File: src/cpf_pkg.sv
// What this block does
// - audio tx service flag at four or fewer
// - audio tx service interrupts unless mask cleared
// - audio tx service drives dma, mask ignored
// - audio rx service flag at four or more
// - audio rx dma unmasked, interrupt only when enabled
// - tel tx service flag at four or fewer
// - tel tx dma unmasked, interrupt gated by mask
// - tel rx service flag at four or more
// - tel rx dma unmasked, interrupt gated by mask
// - audio fetch from empty sets sticky underrun
// - audio underrun repeats last sent sample
// - new data at head resumes transmission
// - audio rx into full drops, sets overrun
// - tel underrun sets sticky, repeats last sample
// - tel rx into full drops, sets overrun
// - audio tx not-full flag, no interrupt
// - audio rx not-empty flag, no interrupt
// - tel tx not-full flag, no interrupt
// - write one clears sticky, flags ignore writes
// - interrupt stands while its bit stays set
// - service flags read zero while port disabled
// - tel rx not-empty flag, no interrupt
package cpf_pkg;
  localparam int unsigned CPF_DW = 16;
  localparam int unsigned CPF_DEPTH = 8;
  localparam int unsigned CPF_NCH = 4;
  localparam int unsigned CPF_AW = 8;

  // channel order: audio tx, audio rx, tel tx, tel rx
  localparam int unsigned CPF_CH_ATX = 0;
  localparam int unsigned CPF_CH_ARX = 1;
  localparam int unsigned CPF_CH_TTX = 2;
  localparam int unsigned CPF_CH_TRX = 3;

  localparam logic [CPF_AW-1:0] CPF_OFS_CTRL = 8'h00;
  localparam logic [CPF_AW-1:0] CPF_OFS_DATA_AUDIO = 8'h04;
  localparam logic [CPF_AW-1:0] CPF_OFS_DATA_TEL = 8'h08;
  localparam logic [CPF_AW-1:0] CPF_OFS_STATUS = 8'h0C;

  localparam int unsigned CPF_CTRL_EN = 0;
  localparam int unsigned CPF_CTRL_MASK = 1;
  localparam int unsigned CPF_ST_SERV = 0;
  localparam int unsigned CPF_ST_ERR = 4;
  localparam int unsigned CPF_ST_LVL = 8;

  localparam logic CPF_EN_RST = 1'b0;
  localparam logic [CPF_NCH-1:0] CPF_MASK_RST = 4'h0;
  // tx not-full reads high and rx not-empty low out of reset
  localparam logic [CPF_NCH-1:0] CPF_LVL_RST = 4'h5;
  localparam logic [31:0] CPF_RD_ZERO = 32'h0000_0000;

  typedef struct packed {
    logic psel;
    logic penable;
    logic pwrite;
    logic [CPF_AW-1:0] paddr;
    logic [31:0] pwdata;
  } cpf_apb_req_t;

  typedef struct packed {
    logic [CPF_NCH-1:0] dma;
    logic [CPF_NCH-1:0] irq_service;
    logic [CPF_NCH-1:0] irq_error;
  } cpf_req_t;
endpackage : cpf_pkg

File: src/cpf_status_flags.sv
`timescale 1ns/1ps
`default_nettype none
module cpf_status_flags
  import cpf_pkg::*;
#(
  parameter int unsigned DW = CPF_DW,
  parameter int unsigned DEPTH = CPF_DEPTH
) (
  input wire logic i_clk_sys,
  input wire logic i_arst_n,
  input wire cpf_apb_req_t i_apb,
  output logic o_pready,
  output logic [31:0] o_prdata,
  output logic o_pslverr,
  input wire logic i_audio_tx_fetch,
  output logic [DW-1:0] o_audio_tx_sample,
  input wire logic i_tel_tx_fetch,
  output logic [DW-1:0] o_tel_tx_sample,
  input wire logic i_audio_rx_valid,
  input wire logic [DW-1:0] i_audio_rx_data,
  input wire logic i_tel_rx_valid,
  input wire logic [DW-1:0] i_tel_rx_data,
  output cpf_req_t o_req
);
  localparam int unsigned PW = $clog2(DEPTH);
  localparam int unsigned CW = PW + 1;
  localparam logic [CW-1:0] FULL_CNT = CW'(DEPTH);
  localparam logic [CW-1:0] HALF_CNT = CW'(DEPTH / 2);
  localparam logic [PW-1:0] LAST_PTR = PW'(DEPTH - 1);

  // bus phase decode
  logic pready_q, pready_d;
  logic [31:0] prdata_q, prdata_d;
  logic pslverr_q, pslverr_d;
  logic bus_req, bus_acc, bus_rd_phase, wr_acc, rd_acc;
  logic hit_ctrl, hit_stat, mapped;
  logic [1:0] hit_data;

  assign bus_req = i_apb.psel & i_apb.penable;
  assign bus_acc = bus_req & pready_q;
  assign bus_rd_phase = bus_req & ~pready_q;
  assign wr_acc = bus_acc & i_apb.pwrite;
  assign rd_acc = bus_acc & ~i_apb.pwrite;
  assign hit_ctrl = i_apb.paddr == CPF_OFS_CTRL;
  assign hit_stat = i_apb.paddr == CPF_OFS_STATUS;
  assign hit_data[0] = i_apb.paddr == CPF_OFS_DATA_AUDIO;
  assign hit_data[1] = i_apb.paddr == CPF_OFS_DATA_TEL;
  assign mapped = hit_ctrl | hit_stat | (|hit_data);

  // link side, indexed by pair: 0 audio, 1 tel
  logic [1:0] fetch, rx_valid;
  logic [1:0][DW-1:0] rx_data, tx_sample;
  assign fetch = {i_tel_tx_fetch, i_audio_tx_fetch};
  assign rx_valid = {i_tel_rx_valid, i_audio_rx_valid};
  assign rx_data = {i_tel_rx_data, i_audio_rx_data};

  // per-channel results
  logic [CPF_NCH-1:0] full, empty, set_err, serv_nx, lvl_nx;
  logic [CPF_NCH-1:0][DW-1:0] head;

  // control register
  logic en_q, en_d;
  logic [CPF_NCH-1:0] mask_q, mask_d;

  always_comb begin
    en_d = en_q;
    mask_d = mask_q;
    if (wr_acc && hit_ctrl) begin
      en_d = i_apb.pwdata[CPF_CTRL_EN];
      mask_d = i_apb.pwdata[CPF_CTRL_MASK +: CPF_NCH];
    end
  end

  always_ff @(posedge i_clk_sys or negedge i_arst_n) begin
    if (!i_arst_n) begin
      en_q <= CPF_EN_RST;
      mask_q <= CPF_MASK_RST;
    end else begin
      en_q <= en_d;
      mask_q <= mask_d;
    end
  end

  // channel fifos, eight entries each by default
  for (genvar i = 0; i < CPF_NCH; i++) begin : g_ch
    localparam int unsigned P = i / 2;
    logic [DW-1:0] mem_q [DEPTH];
    logic [DW-1:0] mem_d [DEPTH];
    logic [PW-1:0] rd_q, rd_d, wr_q, wr_d;
    logic [CW-1:0] cnt_q, cnt_d;
    logic push, pop;
    logic [DW-1:0] wdat;

    if ((i % 2) == 0) begin : g_tx
      logic [DW-1:0] smp_q, smp_d;
      // writes into a full transmit fifo are dropped
      assign push = wr_acc & hit_data[P] & ~full[i];
      assign pop = fetch[P] & ~empty[i];
      assign wdat = i_apb.pwdata[DW-1:0];
      assign set_err[i] = fetch[P] & empty[i];
      assign serv_nx[i] = en_d & (cnt_d <= HALF_CNT);
      assign lvl_nx[i] = cnt_d != FULL_CNT;
      // the sample only moves on a fetch that finds data
      assign smp_d = pop ? head[i] : smp_q;
      assign tx_sample[P] = smp_q;

      always_ff @(posedge i_clk_sys or negedge i_arst_n) begin
        if (!i_arst_n) begin
          smp_q <= '0;
        end else begin
          smp_q <= smp_d;
        end
      end
    end else begin : g_rx
      // samples reaching a full receive fifo are discarded
      assign push = rx_valid[P] & ~full[i];
      assign pop = rd_acc & hit_data[P] & ~empty[i];
      assign wdat = rx_data[P];
      assign set_err[i] = rx_valid[P] & full[i];
      assign serv_nx[i] = en_d & (cnt_d >= HALF_CNT);
      assign lvl_nx[i] = cnt_d != '0;
    end

    assign full[i] = cnt_q == FULL_CNT;
    assign empty[i] = cnt_q == '0;
    assign head[i] = mem_q[rd_q];

    always_comb begin
      mem_d = mem_q;
      rd_d = rd_q;
      wr_d = wr_q;
      if (push) begin
        mem_d[wr_q] = wdat;
        wr_d = (wr_q == LAST_PTR) ? '0 : wr_q + 1'b1;
      end
      if (pop) begin
        rd_d = (rd_q == LAST_PTR) ? '0 : rd_q + 1'b1;
      end
      case ({push, pop})
        2'b10: cnt_d = cnt_q + 1'b1;
        2'b01: cnt_d = cnt_q - 1'b1;
        default: cnt_d = cnt_q;
      endcase
    end

    always_ff @(posedge i_clk_sys or negedge i_arst_n) begin
      if (!i_arst_n) begin
        mem_q <= '{default: '0};
        rd_q <= '0;
        wr_q <= '0;
        cnt_q <= '0;
      end else begin
        mem_q <= mem_d;
        rd_q <= rd_d;
        wr_q <= wr_d;
        cnt_q <= cnt_d;
      end
    end
  end

  // status flags and request outputs
  logic [CPF_NCH-1:0] err_q, err_d, err_clr;
  logic [CPF_NCH-1:0] serv_q, lvl_q;
  cpf_req_t req_q, req_d;

  assign err_clr = (wr_acc && hit_stat) ? i_apb.pwdata[CPF_ST_ERR +: CPF_NCH] : '0;

  always_comb begin
    // a new event in the clearing cycle keeps the bit set
    err_d = (err_q & ~err_clr) | set_err;
    req_d.dma = serv_nx;
    req_d.irq_service = serv_nx & mask_d;
    req_d.irq_error = err_d;
  end

  always_ff @(posedge i_clk_sys or negedge i_arst_n) begin
    if (!i_arst_n) begin
      err_q <= '0;
      serv_q <= '0;
      lvl_q <= CPF_LVL_RST;
      req_q <= '0;
    end else begin
      err_q <= err_d;
      serv_q <= serv_nx;
      lvl_q <= lvl_nx;
      req_q <= req_d;
    end
  end

  // apb slave: one wait state, read data captured before the pop
  always_comb begin
    pready_d = bus_rd_phase;
    pslverr_d = bus_rd_phase & ~mapped;
    prdata_d = prdata_q;
    if (bus_rd_phase) begin
      prdata_d = CPF_RD_ZERO;
      if (hit_ctrl) begin
        prdata_d[CPF_CTRL_EN] = en_q;
        prdata_d[CPF_CTRL_MASK +: CPF_NCH] = mask_q;
      end else if (hit_stat) begin
        prdata_d[CPF_ST_SERV +: CPF_NCH] = serv_q;
        prdata_d[CPF_ST_ERR +: CPF_NCH] = err_q;
        prdata_d[CPF_ST_LVL +: CPF_NCH] = lvl_q;
      end else if (hit_data[0] && !empty[CPF_CH_ARX]) begin
        prdata_d[DW-1:0] = head[CPF_CH_ARX];
      end else if (hit_data[1] && !empty[CPF_CH_TRX]) begin
        prdata_d[DW-1:0] = head[CPF_CH_TRX];
      end
    end
  end

  always_ff @(posedge i_clk_sys or negedge i_arst_n) begin
    if (!i_arst_n) begin
      pready_q <= 1'b0;
      pslverr_q <= 1'b0;
      prdata_q <= CPF_RD_ZERO;
    end else begin
      pready_q <= pready_d;
      pslverr_q <= pslverr_d;
      prdata_q <= prdata_d;
    end
  end

  assign o_pready = pready_q;
  assign o_prdata = prdata_q;
  assign o_pslverr = pslverr_q;
  assign o_req = req_q;
  assign o_audio_tx_sample = tx_sample[0];
  assign o_tel_tx_sample = tx_sample[1];
endmodule : cpf_status_flags
`default_nettype wire

File: config.mk
export PLATFORM = sky130hd
export DESIGN_NAME = cpf_status_flags
export DESIGN_NICKNAME = d
export VERILOG_FILES = /design/src/cpf_pkg.sv /design/src/cpf_status_flags.sv
export SDC_FILE = /design/constraint.sdc
export NUM_CORES = 1
export LEC_CHECK = 0
export BUFFER_PORTS_ARGS = -buffer_cell sky130_fd_sc_hd__buf_2
export CAP_MARGIN = 20
export CELL_PAD_IN_SITES_DETAIL_PLACEMENT = 0
export CELL_PAD_IN_SITES_GLOBAL_PLACEMENT = 2
export CORE_ASPECT_RATIO = 1.75
export CORE_MARGIN = 3
export CORE_UTILIZATION = 39
export CTS_CLUSTER_SIZE = 14
export DETAILED_ROUTE_END_ITERATION = 16
export PLACE_DENSITY_LB_ADDON = 0.1
export RECOVER_POWER = 25
export SKIP_CTS_REPAIR_TIMING = 1
export SYNTH_ARGS = -nofsm -noshare
export SYNTH_HDL_FRONTEND = slang
export SYNTH_SLANG_ARGS = --single-unit
File: constraint.sdc
create_clock -name i_clk_sys -period 3 [get_ports i_clk_sys]
set_clock_uncertainty 0.05 [all_clocks]
set_input_delay 0.15 -clock i_clk_sys [delete_from_list [all_inputs] [get_ports i_clk_sys]]
set_output_delay 0.15 -clock i_clk_sys [all_outputs]
set_load 0.01 [all_outputs]
# Word level (Yosys, flattened, before mapping)
# Cells that the tools add are included.
totals:
  ff_bits: 623
  latchBits: 0
  mem_bits_rw: 0
  rom_bits: 0
  in_bits: 81
  out_inout_bits: 78
  word_cells: 226
  memories: 0
op_classes:
  addsub: 16
  multipliers: 0
  div: 0
  magnitude_cmp: 16
  eq_ne: 25
  shift: 0
  mux: 45
  bitwise: 51
  n_reduce_logical: 18
ops:
  columns: ["cell", "n"]
  rows:
  - ["$bwmux 128", 4]
  - ["$mux 16", 14]
  - ["$bmux 16 s3", 4]
  - ["$demux 16 s3", 4]
  - ["$ge 4x4->1 const B", 8]
  - ["$not 3->4", 8]
  - ["$pmux 4 s2", 4]
  - ["$and 1x1->1", 26]
  - ["$add 3x1->3 const B", 8]
  - ["$eq 3x3->1 const B", 8]
  - ["$mux 3", 8]
  - ["$add 4x1->4 const B", 4]
  - ["$eq 4x4->1 const B", 4]
  - ["$eq 8x4->1 const B", 2]
  - ["$logic_not 4->1", 4]
  - ["$lt 4x1->1 const B", 4]
  - ["$sub 4x1->4 const B", 4]
  - ["$mux 12", 1]
  - ["$mux 4", 3]
  - ["$mux 11", 1]
  - ["$not 1->1", 11]
  - ["$and 4x4->4", 2]
  - ["$eq 2x1->1 const B", 4]
  - ["$eq 2x2->1 const B", 4]
  - ["other kinds (14)", 27]

# Longest topological paths before layout
logic_depth:
  depth_word: 10
  depth_mapped: 14
  mapped_depth_nobuf: 14

# Worst setup path after synthesis
# No wires, ideal clock.
synth_timing:
  kind: "register to register"
  startpoint: "register g_ch[2].cnt_q[1]"
  endpoint: "register req_q, in the netlist o_req[6]"
  setup_time_ps: 101
  arrival_time_ps: 2962
  required_time_ps: 2849
  path_slack_ps: -114
  path_stages_with_launch: 13
  period_less_slack_ps: 3114
  cell_sequence: "dfrtp_1 clkbuf_1 o41ai_1 inv_1 ha_1 xor2_1 ha_1 a21oi_1 xor2_1 nor2_1 xnor2_1 nor2_1 nor4_1"
synth_rtl:
  columns: ["item", "line", "rtl"]
  rows:
  - ["from (decl)", "cpf_status_flags.sv:90", "logic [CW-1:0] cnt_q, cnt_d;"]
  - ["from (signal assigned)", "cpf_status_flags.sv:156", "cnt_q <= cnt_d;"]
  - ["to (signal assigned)", "cpf_status_flags.sv:186", "req_q <= req_d;"]
  - ["to (decl)", "cpf_status_flags.sv:164", "cpf_req_t req_q, req_d;"]

==> results.tsv <==
metric	value	unit
route.detailed.drc	0	
synthCells	1895	
p_leak	15.3	nW
met3_wirelength	2790	um
highest_layer	met5	
clock_root_buffer	sky130_fd_sc_hd__clkbuf_16	
cts_inserted_buffers	60	
io_pins	159	
timing.final.hold_violations	1	
place_inst	2950	
route.detailed.wl_per_inst	23.5	um
r2r_setup_slk	0.18	ns
postSynthAreaPerCell	14.9	um^2
post-route-min-period	2.82	ns
reg2reg_from	o_pready	
slew_violations	77	
clock_latency	0.63	ns
final_cell_count_no_fill	3104	
placement.io_buffers	126	
met2_wirelength	37600	um
gp_routability_congestion	0.773	
clkPwrFrac	0.303	
final_setup_fails	0	
internal_power_consumption	18.5	mW
setup-tns-final	0	ns
worst_hold_startpoint	i_apb[41]	
first_pass_iters	5	
antennaDiodeCount	0	
core_area	71700	um^2
fp.dieW	209	um
routed_via_density	5.35	
max_cap_viol_count	1	
worst_path_max_delay_cell	sky130_fd_sc_hd__or4_1	
grt.overflow.total	0	
num-fill-cells	6385	
floorplan.initialDensity	0.394	
setup.worst_path.start_class	register	
path_max_fanout	4	
category_of_the_critical_setup_timing_path	register to register	
p_seq_frac	0.452	
failed_checks	negative hold slack, max-capacitance violations, max-slew violations	
drt_first_iter_violations	791	
synth_cell_type_count	57	
die_h	362	um
synth.ff_latch_count	623	
dominantRegCellSynth	sky130_fd_sc_hd__dfrtp_1	
netlist.area_leader.share	0.550	
wirelength	73100	um
worst_hold_slack	-0.0154	ns
worst_slew_pin_slew	2.47	ns
worst_case_headroom_to_the_max_slew_limit	-0.645	
p_switching	7.43	mW
layout-drive-gt1-share	0.473	
grt_first_pass_wirelength	113000	um
share_of_synthesized_registers_carrying_an_async_set_or_reset	1.00	
outcome	complete, but fails checks	
max_stage_delay	0.61	ns
crit_required	3.48	ns
synth_area_leaders	sky130_fd_sc_hd__dfrtp_1 55%, sky130_fd_sc_hd__mux2_2 21%, sky130_fd_sc_hd__mux4_2 10%, sky130_fd_sc_hd__mux2i_1 2.7%, sky130_fd_sc_hd__nand2_1 1.2%	
commonest_cells_after_routing_fill_and_taps_aside	616 x sky130_fd_sc_hd__dfrtp_1, 516 x sky130_fd_sc_hd__mux2_2, 128 x sky130_fd_sc_hd__mux4_2, 125 x sky130_fd_sc_hd__buf_2, 106 x sky130_fd_sc_hd__buf_4	
final_net_count	2238	
worst-r2r-cell-count	10	
holdPathEnd	o_req[0]	
total_chip_power	25.9	mW
hold_depth	5	
end_kind	register	
postRouteAntennaNets	0	
tritoncts	built	
max_freq	0.355	GHz
finalCoreUtilization	0.463	
htreeDepth	2	
switching_share	0.287	
grt.total_usage	0.195	
dp_hpwl	48700	um
dr_total_vias	16600	
rows	130	
arrival	3.30	ns
power.combinational.fraction	0.245	
cts_buffer_depth	3	
grt_antenna_before_repair	4	
grt_setup_unrepaired	no	
commonest_non_fill_non_tap_cell_in_the_layout	sky130_fd_sc_hd__dfrtp_1	
synth.cell_area	28300	um^2
design.die.area	75800	um^2
via_count_of_the_first_global_routing_pass	18000	
area_growth_syn_to_layout	17.5	%
ys.warnings.count	0	
max-vdd-ir-drop	0.000540	V
largest_net_degree_at_the_start_of_global_routing	93	
clock_transition_at_the_registers_of_the_reported_paths	0.06	ns
hold_path_class	input pin to register	
synth_sequential_area_ratio	0.552	
numClockSinks	623	
regToRegEndpoint	o_req[5]	
post-synth-top-area-cell	sky130_fd_sc_hd__dfrtp_1	
critical_path_cell_list	nand4b_1 > or4_1 > nor2_1 > xor2_1 > ha_1 > a21oi_1 > or3b_2 > a21oi_2 > xnor2_2 > a211oi_1	
synth_edf_count	0	
pwr_cell_area	781	nW/um^2
wl_met1	30600	um
post_route_clock_period_utilization	0.940	
worst max-delay path, delay by kind of cell, from the launching register on:
kind | cells | cell delay [ns]
XOR/XNOR | 2 | 0.18
AND/OR/NAND/NOR | 4 | 1.41
flip-flops | 1 | 0.38
AO/OA/AOI/OAI | 3 | 0.53
adder cells (fa/ha/maj) | 1 | 0.18
area by class of cell:
type	instances	area [um^2]	share of cell area
Clock inverter	23	270	0.00814
Clock buffer	88	1760	0.0530
Inverter	23	86.3	0.00260
Tap cell	924	1160	0.0348
Sequential cell	623	15600	0.470
Multi-Input combinational cell	1129	12100	0.365
Timing Repair Buffer	294	2190	0.0661
registers in the layout, summed over array words and instances, names as in the netlist:
| register | cells |
|---|---|
| lvl_q | 4 |
| o_prdata | 16 |
| mask_q | 4 |
| o_req | 12 |
| g_ch.cnt_q | 16 |
| o_pslverr | 1 |
| g_ch.mem_q | 512 |
| g_ch.rd_q | 12 |
| en_q | 1 |
| o_audio_tx_sample | 16 |
| g_ch.wr_q | 12 |
| o_tel_tx_sample | 16 |
| o_pready | 1 |
cells in the mapped netlist, types with 4 or more instances:
master                     number
sky130_fd_sc_hd__clkbuf_1      84
sky130_fd_sc_hd__o22ai_1       11
sky130_fd_sc_hd__mux4_2       128
sky130_fd_sc_hd__a21oi_1       24
sky130_fd_sc_hd__buf_1         24
sky130_fd_sc_hd__nand2b_1       6
sky130_fd_sc_hd__nor4b_4        4
sky130_fd_sc_hd__nand3_1        9
sky130_fd_sc_hd__buf_2          6
sky130_fd_sc_hd__mux2i_1       76
sky130_fd_sc_hd__a22o_1         4
sky130_fd_sc_hd__nand4b_1       9
sky130_fd_sc_hd__dfrtp_1      621
sky130_fd_sc_hd__nor2_1        36
sky130_fd_sc_hd__nor4b_2        4
sky130_fd_sc_hd__nor3_1        16
sky130_fd_sc_hd__nor4_1         6
sky130_fd_sc_hd__o21ai_0       64
sky130_fd_sc_hd__inv_1         19
sky130_fd_sc_hd__ha_1          26
sky130_fd_sc_hd__xnor2_1       13
sky130_fd_sc_hd__a21o_1         6
sky130_fd_sc_hd__nor2b_1       10
sky130_fd_sc_hd__a32o_1         4
sky130_fd_sc_hd__nand4_1        5
sky130_fd_sc_hd__nand2_1       90
sky130_fd_sc_hd__buf_4         19
sky130_fd_sc_hd__mux2_2       516
sky130_fd_sc_hd__xor2_1         5
through the flow:
stage / worst slack (ns) / cell area (um^2)
2_1_floorplan: 0.0210 / 28300
3_3_place_gp: -0.145 / 30700
3_5_place_dp: -0.154 / 30700
4_1_cts: 0.0546 / 32800
5_1_grt: 0.0244 / 33200
6_report: 0.181 / 33200
metal layers:
layer  global-route usage  up-vias
li1                     -     7423
met1                0.250     8813
met2                0.342      266
met3               0.0337      100
met4               0.0547        4
met5                    0        -
worst max-delay path by stage:
stage                            to  cells past startpoint              from  slack (ns)
detailed placement         o_req[4]                     16         i_apb[33]       -0.15
global route        g_ch[3].rd_q[0]                      3          i_arst_n        0.02
global placement           o_req[4]                     16         i_apb[33]       -0.14
floorplan                  o_req[6]                     14         i_apb[33]        0.02
CTS                        o_req[5]                     11  g_ch[1].cnt_q[3]        0.05
finish                     o_req[5]                     10          o_pready        0.18
power groups by stage:
stage	Combinational, mW	Clock [mW]	Sequential, mW
floorplan	4.65	0	11.2
global route	6.97	8.44	12.0
finish	6.34	7.86	11.7
CTS	6.46	8.16	11.7
detailed placement	6.45	0	11.9
global placement	6.27	0	11.7
logic make-up (layout without fill, tap and decap cells):
group	count (synthesis)	in the layout	synth area share
mux	723	723	0.336
fa+ha+maj	26	26	0.0115
buf+inv	158	428	0.0243
compound gates	128	128	0.0272
other cells	1	16	0.000133
simple gates	218	218	0.0435
xor+xnor	18	18	0.00558
flops	623	623	0.552
(Power assumes the default switching activity.)
